$ cat config.mk
export PLATFORM = sky130hd
export DESIGN_NAME = pfs_supervisor
export DESIGN_NICKNAME = d
export VERILOG_FILES = /design/src/pfs_pkg.sv /design/src/pfs_supervisor.sv
export VERILOG_INCLUDE_DIRS = /design/src /design/src/src
export SDC_FILE = /design/constraint.sdc
export NUM_CORES = 1
export LEC_CHECK = 0
export BUFFER_PORTS_ARGS = -buffer_cell sky130_fd_sc_hd__buf_2
export CAP_MARGIN = 25
export CORE_MARGIN = 3
export CORE_UTILIZATION = 40
export DETAILED_ROUTE_END_ITERATION = 8
export GPL_TIMING_DRIVEN = 0
export SLEW_MARGIN = 20
export SYNTH_ARGS = -nofsm -noshare
export SYNTH_HDL_FRONTEND = slang
export SYNTH_SLANG_ARGS = --single-unit
$ cat constraint.sdc
create_clock -name clk_i -period 12 [get_ports clk_i]
set_input_delay 0 -clock clk_i [delete_from_list [all_inputs] [get_ports clk_i]]
set_output_delay 0 -clock clk_i [all_outputs]
set_load 0.05 [all_outputs]
$ cat src/pfs_params.svh
// timing counts and fixed thresholds of the protection supervisor
// assumes a 25 MHz system clock and signed meter words from the power stage
`ifndef PFS_PARAMS_SVH
`define PFS_PARAMS_SVH
`define PFS_CLK_HZ 25000000
`define PFS_TICK_US 1000
`define PFS_TICK_CYC ((`PFS_CLK_HZ / 1000000) * `PFS_TICK_US)
`define PFS_SENSE_MS 500
`define PFS_SENSE_TICKS (`PFS_SENSE_MS * 1000 / `PFS_TICK_US)
`define PFS_OT_DEGC 90
`define PFS_ADR_CTRL 32'h0000_0000
`define PFS_ADR_OC_LIM 32'h0000_0004
`define PFS_ADR_OP_LIM 32'h0000_0008
`define PFS_ADR_UV_LIM 32'h0000_000c
`define PFS_ADR_OC_DLY 32'h0000_0010
`define PFS_ADR_OP_DLY 32'h0000_0014
`define PFS_ADR_UV_DLY 32'h0000_0018
`define PFS_ADR_UV_WARM 32'h0000_001c
`define PFS_ADR_SENSE_TH 32'h0000_0020
`define PFS_ADR_CMD 32'h0000_0024
`define PFS_ADR_STATUS 32'h0000_0028
`define PFS_ADR_METER_V 32'h0000_002c
`define PFS_ADR_METER_I 32'h0000_0030
`define PFS_ADR_METER_P 32'h0000_0034
`define PFS_CTRL_OC_EN 0
`define PFS_CTRL_OP_EN 1
`define PFS_CTRL_UV_EN 2
`define PFS_CTRL_BEEP_EN 3
`define PFS_CTRL_SENSE_ON 4
`define PFS_CMD_CLEAR 0
`define PFS_CMD_OUT_ON 1
`define PFS_CMD_OUT_OFF 2
`define PFS_CTRL_RESET 32'h0000_0008
`endif

$ cat src/pfs_pkg.sv
// types of the protection supervisor
// used with pfs_params.svh for numeric constants
package pfs_pkg;
  typedef enum logic [2:0] {
    pfs_none,
    pfs_overcurrent,
    pfs_overpower,
    pfs_undervoltage,
    pfs_overtemp,
    pfs_sense_err
  } pfs_cause_t;
endpackage : pfs_pkg

$ cat src/pfs_supervisor.sv
// protection supervisor: limit checks, trip qualification, fault latch and clear
// assumes meter words on clk_i, panel keys and rear clear line asynchronous
// What this block does
// - enabled overcurrent trips after current exceeds limit longer than delay
// - enabled overpower trips after power exceeds limit longer than delay
// - enabled undervoltage trips only after warm-up and delay both elapse
// - undervoltage ignored during warm-up while output voltage rises
// - violations shorter than delay ignored; trip only if still present
// - each limit function has its own enable; disabled never trips
// - any fault turns output off, lights fault and off, beeps if enabled
// - fault display: row one meter voltage and current, row two cause
// - fault stays latched after cause disappears until cleared
// - pulse on rear fault clear input clears the fault record
// - escape or enter key clears the fault record
// - host fault-clear command clears the fault record
// - clearing leaves output off until output key or remote enable
// - signed current limit applies same magnitude in both directions
// - signed power limit applies same magnitude sourcing and absorbing
// - above about 90 C output off, fault lit, over-temperature shown
// - temperature threshold fixed, always checked, no enable
// - sense-reversal check active whenever remote sensing and output are both on
// - sense gap beyond threshold with output on trips after 500 ms
`include "pfs_params.svh"
`timescale 1ns/1ps
`default_nettype none
module pfs_supervisor #(
  parameter int MW = 24,
  parameter int TW = 12,
  parameter int TICK_CYC = `PFS_TICK_CYC
) (
  input wire logic clk_i,
  input wire logic rst_i,
  input wire logic [31:0] wb_adr_i,
  input wire logic [31:0] wb_dat_i,
  output logic [31:0] wb_dat_o,
  input wire logic [3:0] wb_sel_i,
  input wire logic wb_we_i,
  input wire logic wb_cyc_i,
  input wire logic wb_stb_i,
  output logic wb_ack_o,
  input wire logic signed [MW-1:0] meter_v_i,
  input wire logic signed [MW-1:0] meter_i_i,
  input wire logic signed [MW-1:0] meter_p_i,
  input wire logic signed [MW-1:0] term_v_i,
  input wire logic [TW-1:0] temp_degc_i,
  input wire logic fault_clear_input_i,
  input wire logic key_esc_i,
  input wire logic key_enter_i,
  input wire logic key_onoff_i,
  output logic output_on_o,
  output logic led_prot_o,
  output logic led_off_o,
  output logic buzzer_o,
  output logic [2:0] disp_cause_o,
  output logic signed [MW-1:0] disp_v_o,
  output logic signed [MW-1:0] disp_i_o,
  output logic disp_fault_o
);
  initial begin
    if (MW < 2 || MW > 32 || TW < 8 || TW > 32 || TICK_CYC < 1) $error("pfs_supervisor: bad parameter");
  end

  localparam logic [31:0] TICK_MAX = 32'(TICK_CYC - 1);

  typedef struct packed {
    logic [31:0] ctrl;
    logic [MW-1:0] oc_lim;
    logic [MW-1:0] op_lim;
    logic [MW-1:0] uv_lim;
    logic [MW-1:0] sense_th;
    logic [15:0] oc_dly;
    logic [15:0] op_dly;
    logic [15:0] uv_dly;
    logic [15:0] uv_warm;
    logic [31:0] tick_cnt;
    logic [15:0] oc_cnt;
    logic [15:0] op_cnt;
    logic [15:0] uv_cnt;
    logic [15:0] warm_cnt;
    logic [15:0] sense_cnt;
    logic [2:0] clr_s1;
    logic [2:0] clr_s2;
    logic [2:0] clr_d;
    logic on_s1;
    logic on_s2;
    logic on_d;
    logic out_on;
    logic out_off;
    logic latched;
    pfs_pkg::pfs_cause_t cause;
    logic buzz;
    logic [MW-1:0] hold_v;
    logic [MW-1:0] hold_i;
    logic ack;
    logic [31:0] rdat;
  } pfs_state_t;

  pfs_state_t s_r;
  pfs_state_t s_nxt;

  // magnitude helper so signed limits act symmetrically
  function automatic logic [MW-1:0] mag(input logic signed [MW-1:0] x);
    mag = x[MW-1] ? MW'(-x) : MW'(x);
  endfunction : mag

  logic tick;
  logic oc_viol;
  logic op_viol;
  logic uv_viol;
  logic ot_viol;
  logic sense_viol;
  logic warm_done;
  logic [2:0] clr_rise;
  logic clear_req;
  logic on_req;
  logic off_req;
  logic bus_hit;
  logic [MW-1:0] gap;

  always_comb begin
    tick = (s_r.tick_cnt == TICK_MAX);
    oc_viol = s_r.ctrl[`PFS_CTRL_OC_EN] && (mag(meter_i_i) > mag(s_r.oc_lim));
    op_viol = s_r.ctrl[`PFS_CTRL_OP_EN] && (mag(meter_p_i) > mag(s_r.op_lim));
    uv_viol = s_r.ctrl[`PFS_CTRL_UV_EN] && s_r.out_on && (meter_v_i < $signed(s_r.uv_lim));
    warm_done = (s_r.warm_cnt >= s_r.uv_warm);
    ot_viol = (temp_degc_i > TW'(`PFS_OT_DEGC));
    gap = mag(MW'(term_v_i - meter_v_i));
    sense_viol = s_r.ctrl[`PFS_CTRL_SENSE_ON] && s_r.out_on && (gap > s_r.sense_th);
    clr_rise = s_r.clr_s2 & ~s_r.clr_d;
    bus_hit = wb_cyc_i && wb_stb_i && !s_r.ack;
  end

  // bus access, event detection, counters and fault latch
  always_comb begin
    s_nxt = s_r;
    s_nxt.ack = bus_hit;
    s_nxt.clr_s1 = {key_enter_i, key_esc_i, fault_clear_input_i};
    s_nxt.clr_s2 = s_r.clr_s1;
    s_nxt.clr_d = s_r.clr_s2;
    s_nxt.on_s1 = key_onoff_i;
    s_nxt.on_s2 = s_r.on_s1;
    s_nxt.on_d = s_r.on_s2;
    s_nxt.tick_cnt = tick ? 32'h0000_0000 : s_r.tick_cnt + 32'h0000_0001;
    clear_req = |clr_rise;
    on_req = s_r.on_s2 && !s_r.on_d;
    off_req = 1'b0;
    s_nxt.rdat = 32'h0000_0000;
    if (bus_hit && wb_we_i && (&wb_sel_i)) begin
      unique case (wb_adr_i)
        `PFS_ADR_CTRL: s_nxt.ctrl = wb_dat_i;
        `PFS_ADR_OC_LIM: s_nxt.oc_lim = wb_dat_i[MW-1:0];
        `PFS_ADR_OP_LIM: s_nxt.op_lim = wb_dat_i[MW-1:0];
        `PFS_ADR_UV_LIM: s_nxt.uv_lim = wb_dat_i[MW-1:0];
        `PFS_ADR_OC_DLY: s_nxt.oc_dly = wb_dat_i[15:0];
        `PFS_ADR_OP_DLY: s_nxt.op_dly = wb_dat_i[15:0];
        `PFS_ADR_UV_DLY: s_nxt.uv_dly = wb_dat_i[15:0];
        `PFS_ADR_UV_WARM: s_nxt.uv_warm = wb_dat_i[15:0];
        `PFS_ADR_SENSE_TH: s_nxt.sense_th = wb_dat_i[MW-1:0];
        `PFS_ADR_CMD: begin
          clear_req = clear_req | wb_dat_i[`PFS_CMD_CLEAR];
          on_req = on_req | wb_dat_i[`PFS_CMD_OUT_ON];
          off_req = wb_dat_i[`PFS_CMD_OUT_OFF];
        end
        default: ;
      endcase
    end else if (bus_hit) begin
      // unmapped reads answer zero, the bus never stalls
      unique case (wb_adr_i)
        `PFS_ADR_CTRL: s_nxt.rdat = s_r.ctrl;
        `PFS_ADR_OC_LIM: s_nxt.rdat = 32'($signed(s_r.oc_lim));
        `PFS_ADR_OP_LIM: s_nxt.rdat = 32'($signed(s_r.op_lim));
        `PFS_ADR_UV_LIM: s_nxt.rdat = 32'($signed(s_r.uv_lim));
        `PFS_ADR_OC_DLY: s_nxt.rdat = {16'h0000, s_r.oc_dly};
        `PFS_ADR_OP_DLY: s_nxt.rdat = {16'h0000, s_r.op_dly};
        `PFS_ADR_UV_DLY: s_nxt.rdat = {16'h0000, s_r.uv_dly};
        `PFS_ADR_UV_WARM: s_nxt.rdat = {16'h0000, s_r.uv_warm};
        `PFS_ADR_SENSE_TH: s_nxt.rdat = 32'(s_r.sense_th);
        `PFS_ADR_STATUS: s_nxt.rdat = {25'h0, s_r.buzz, s_r.out_on, s_r.latched, 1'b0, 3'(s_r.cause)};
        `PFS_ADR_METER_V: s_nxt.rdat = 32'(meter_v_i);
        `PFS_ADR_METER_I: s_nxt.rdat = 32'(meter_i_i);
        `PFS_ADR_METER_P: s_nxt.rdat = 32'(meter_p_i);
        default: s_nxt.rdat = 32'h0000_0000;
      endcase
    end

    // warm-up runs from output turn-on, undervoltage is masked until then
    if (!s_r.out_on) begin
      s_nxt.warm_cnt = 16'h0000;
    end else if (tick && !warm_done) begin
      s_nxt.warm_cnt = s_r.warm_cnt + 16'h0001;
    end

    // delay timers restart whenever a violation drops out
    s_nxt.oc_cnt = !oc_viol ? 16'h0000 : (tick && s_r.oc_cnt <= s_r.oc_dly) ? s_r.oc_cnt + 16'h0001 : s_r.oc_cnt;
    s_nxt.op_cnt = !op_viol ? 16'h0000 : (tick && s_r.op_cnt <= s_r.op_dly) ? s_r.op_cnt + 16'h0001 : s_r.op_cnt;
    s_nxt.uv_cnt = !(uv_viol && warm_done) ? 16'h0000 :
                   (tick && s_r.uv_cnt <= s_r.uv_dly) ? s_r.uv_cnt + 16'h0001 : s_r.uv_cnt;
    s_nxt.sense_cnt = !sense_viol ? 16'h0000 :
                      (tick && s_r.sense_cnt < 16'(`PFS_SENSE_TICKS)) ? s_r.sense_cnt + 16'h0001 : s_r.sense_cnt;

    // clear first so a trip in the same cycle still latches
    if (clear_req) begin
      s_nxt.latched = 1'b0;
      s_nxt.cause = pfs_pkg::pfs_none;
      s_nxt.buzz = 1'b0;
    end
    if (on_req && !s_r.latched && !clear_req) s_nxt.out_on = 1'b1;
    if (off_req) s_nxt.out_on = 1'b0;

    // fixed priority when several causes trip together
    if (!s_r.latched || clear_req) begin
      if (ot_viol) s_nxt.cause = pfs_pkg::pfs_overtemp;
      else if (s_r.sense_cnt >= 16'(`PFS_SENSE_TICKS)) s_nxt.cause = pfs_pkg::pfs_sense_err;
      else if (oc_viol && s_r.oc_cnt > s_r.oc_dly) s_nxt.cause = pfs_pkg::pfs_overcurrent;
      else if (op_viol && s_r.op_cnt > s_r.op_dly) s_nxt.cause = pfs_pkg::pfs_overpower;
      else if (uv_viol && warm_done && s_r.uv_cnt > s_r.uv_dly) s_nxt.cause = pfs_pkg::pfs_undervoltage;
      if (s_nxt.cause != pfs_pkg::pfs_none) begin
        s_nxt.latched = 1'b1;
        s_nxt.out_on = 1'b0;
        s_nxt.buzz = s_r.ctrl[`PFS_CTRL_BEEP_EN];
        s_nxt.hold_v = meter_v_i;
        s_nxt.hold_i = meter_i_i;
      end
    end
    if (s_r.latched && !clear_req) begin
      s_nxt.hold_v = meter_v_i;
      s_nxt.hold_i = meter_i_i;
    end
    // off indicator kept as its own flop so the pin needs no gate
    s_nxt.out_off = !s_nxt.out_on;
  end

  always_ff @(posedge clk_i) begin
    if (rst_i) begin
      s_r <= '0;
      s_r.ctrl <= `PFS_CTRL_RESET;
      s_r.cause <= pfs_pkg::pfs_none;
      s_r.out_off <= 1'b1;
    end else begin
      s_r <= s_nxt;
    end
  end

  // all outputs straight from the state register
  assign wb_ack_o = s_r.ack;
  assign wb_dat_o = s_r.rdat;
  assign output_on_o = s_r.out_on;
  assign led_prot_o = s_r.latched;
  assign led_off_o = s_r.out_off;
  assign buzzer_o = s_r.buzz;
  assign disp_cause_o = 3'(s_r.cause);
  assign disp_v_o = s_r.hold_v;
  assign disp_i_o = s_r.hold_i;
  assign disp_fault_o = s_r.latched;
endmodule : pfs_supervisor
`default_nettype wire

==> impl_metrics.toml <==
[sta]
fin_crit_sh = 0.505
min_period_ps = 6060
setup_viol = 0
hold_viol = 0
rsz0062_at_grt = "false"
holdWs_ps = 45.6
fmax_ghz = 0.165
slew_headroom = 0.243
fin_tns_setup_ps = 0
drv_slew = 0
fin_skew_ps = 17.8
worst_pin_slew_ps = 1140

[power_and_ir_drop]
p_leak_nw = 11.3
ir_drop_mv = 0.111
pwr_density_cell_nw_per_um2 = 114
total_power_mw = 3.39

[drt]
dr.pass1.iters = 7
wirelength_um = 91500
wl_per_cell_um = 20.7
via_count = 24200
ant_nets = 0
routed_via_density = 5.47
post-route-drc-count = 0
drt_iter0_drc = 2481

[final_layout]
area_growth_pct = 19.1
mostFrequentLayoutCells = "nand2_1, dfxtp_1, a21oi_1"
nNetsFinal = 3932
final_cells = 4421
layout_commonest_cell = "nand2_1"
fin_area_um2 = 29800
layout-drive-gt1-share = 0.134

[worst_setup_path]
worst-setup-path-type = "primary input to flop"
crit_path_top_delay_cell = "o41ai_2"
crit_family = "compound AO/OA/AOI/OAI gates"
cp_common_cell = "a21o_1"
crit_path_start_kind = "primary input"
max_stage_delay_ps = 980
critPathArrivalTime_ps = 6550
end_kind = "flop"
path_buf_inv = 5
required_ps = 12490
critPathMaxFanout = 10

[logic_synthesis]
yosys.area.top_type = "dfxtp_1"
synth-main-ff-cell = "dfxtp_1"
synth_edf_count = 0
syn_avg_cell_area_um2 = 7.90
syn_area_um2 = 25000
async_flop_share = 0
ys_ff_latch = 404
ys_seq_area_frac = 0.324
synthCells = 3163
yosys.area.top_type_share = 0.324
ys_types = 85
syn-num-nets = 3543
synth.area.top_cells = "dfxtp_1, ha_1, nand2_1"
ys_warn_count = 0

[floorplanning]
die_h_um = 256
num_rows = 90
core_area_um2 = 61000
ios = 274
chipWidth_um = 256
start_util = 0.409
dieArea_um2 = 65500

[cts]
cts.sinks = 404
clock-root-buffer = "clkbuf_16"
tritoncts = "done"
cts_buffer_depth = 3
insertion_delay_ps = 620
h-tree-depth = 2
cts_buffers = 48
path_clk_slew_ps = 60

[global_route]
grt_remaining_overflow = 0
antenna_found_initial = 4
grt_usage = 0.270
grt_pass1_vias = 22600
grt_pass1_wl_um = 138000
grt_max_degree = 15

[run]
maxCapViolCount = 0

[placement]
dp.final_hpwl_um = 70900
dpl.cell_count = 4248
routabilityCongestion = 0.992
placed_cell_area_um2 = 27300
numPortBuffers = 255

[run_status]
outcome = "completed"

[min_path]
hp-class = "primary input to flop"
## sequential cells by signal, summed over array words and instances (netlist names), 3 cells and up
register	count
s_nxt	8
disp_v_o	24
disp_cause_o	3
wb_dat_o	32
s_r	308
disp_i_o	24
## per-layer routing
metal  wire (µm)  GRT usage  vias to the layer above
met2       39800      0.420                      952
met4        3670      0.101                        0
li1            -          -                    11700
met5           0          0                        -
met1       40100      0.374                    11300
met3        7970     0.0445                      185
## metrics by stage
step                      utilization  worst slack [ps]
after global routing            0.488              5650
final                           0.488              5940
after CTS                       0.488              6100
after floorplan                     -              7310
after detailed placement        0.448              6010
after global placement          0.447              6020
## power by group
group,total (mW),leakage (nW),switching (mW),internal (mW)
combinational,0.529,7.23,0.314,0.216
clock,1.50,0.786,0.634,0.867
sequential,1.36,3.27,0.00893,1.35
## synthesized netlist by cell type (all sizes together) (30+ instances only)
cell type / number
nand2: 544
dfxtp: 404
a21oi: 299
nor2: 201
ha: 194
inv: 186
clkbuf: 131
nand2b: 117
buf: 113
xnor2: 112
xor2: 86
o21ai: 81
mux2i: 73
nand4: 59
nand3: 55
nor3: 41
a21o: 37
a22oi: 32
a222oi: 30
nor2b: 30
nor4: 30
or3: 30
## kinds of logic after synthesis
group           count (synthesis)  share of synthesized area
compound gates                666                      0.171
simple gates                 1196                      0.228
mux                            74                     0.0297
fa+ha+maj                     195                     0.0980
xor+xnor                      198                     0.0694
flops                         404                      0.324
buf+inv                       430                     0.0799
## worst register-to-register path, cell delays in order, from the launching register on
cell      delay, ps
dfxtp_1         300
clkbuf_1        210
nor4_1          400
nand2b_1        160
or3_1           400
or4_1           480
or2_1           290
o21ai_0         210
xor2_1          190
ha_1            270
a21o_1          160
a21o_1          170
a221o_1         320
a211oi_1        390
nor3_1          260
nor3_1          390
and4_1          400
buf_2           230
buf_4           240
buf_6           230
mux2i_1         220
## what timing repair did
item | CTS | global route
buffers inserted | 0 | 0
resized for setup | 0 | 0
endpoints found under the hold margin | 121 | 0
hold buffers | 82 | 0
## layout make-up
type	count	area, µm²
fill	6183	31300
multi-input combinational	2329	14900
sequential	404	8090
timing repair buffer	339	2120
clock buffer	64	1320
buffer	244	1300
tap	828	1040
inverter	186	698
clock inverter	24	283
antenna	3	7.51
## path summary, 6_finish.rpt
path | cells past startpoint | to | slack, ps | from
worst max register to register | 20 | disp_v_o[18] | 6020 | s_r[351]
worst max-delay path | 25 | s_r[113] | 5940 | meter_v_i[4]
worst min-delay path | 6 | disp_cause_o[1] | 50 | temp_degc_i[9]
worst min register to register | 2 | s_r[111] | 430 | s_r[111]
Note: power is estimated with default switching activity, not from simulation.
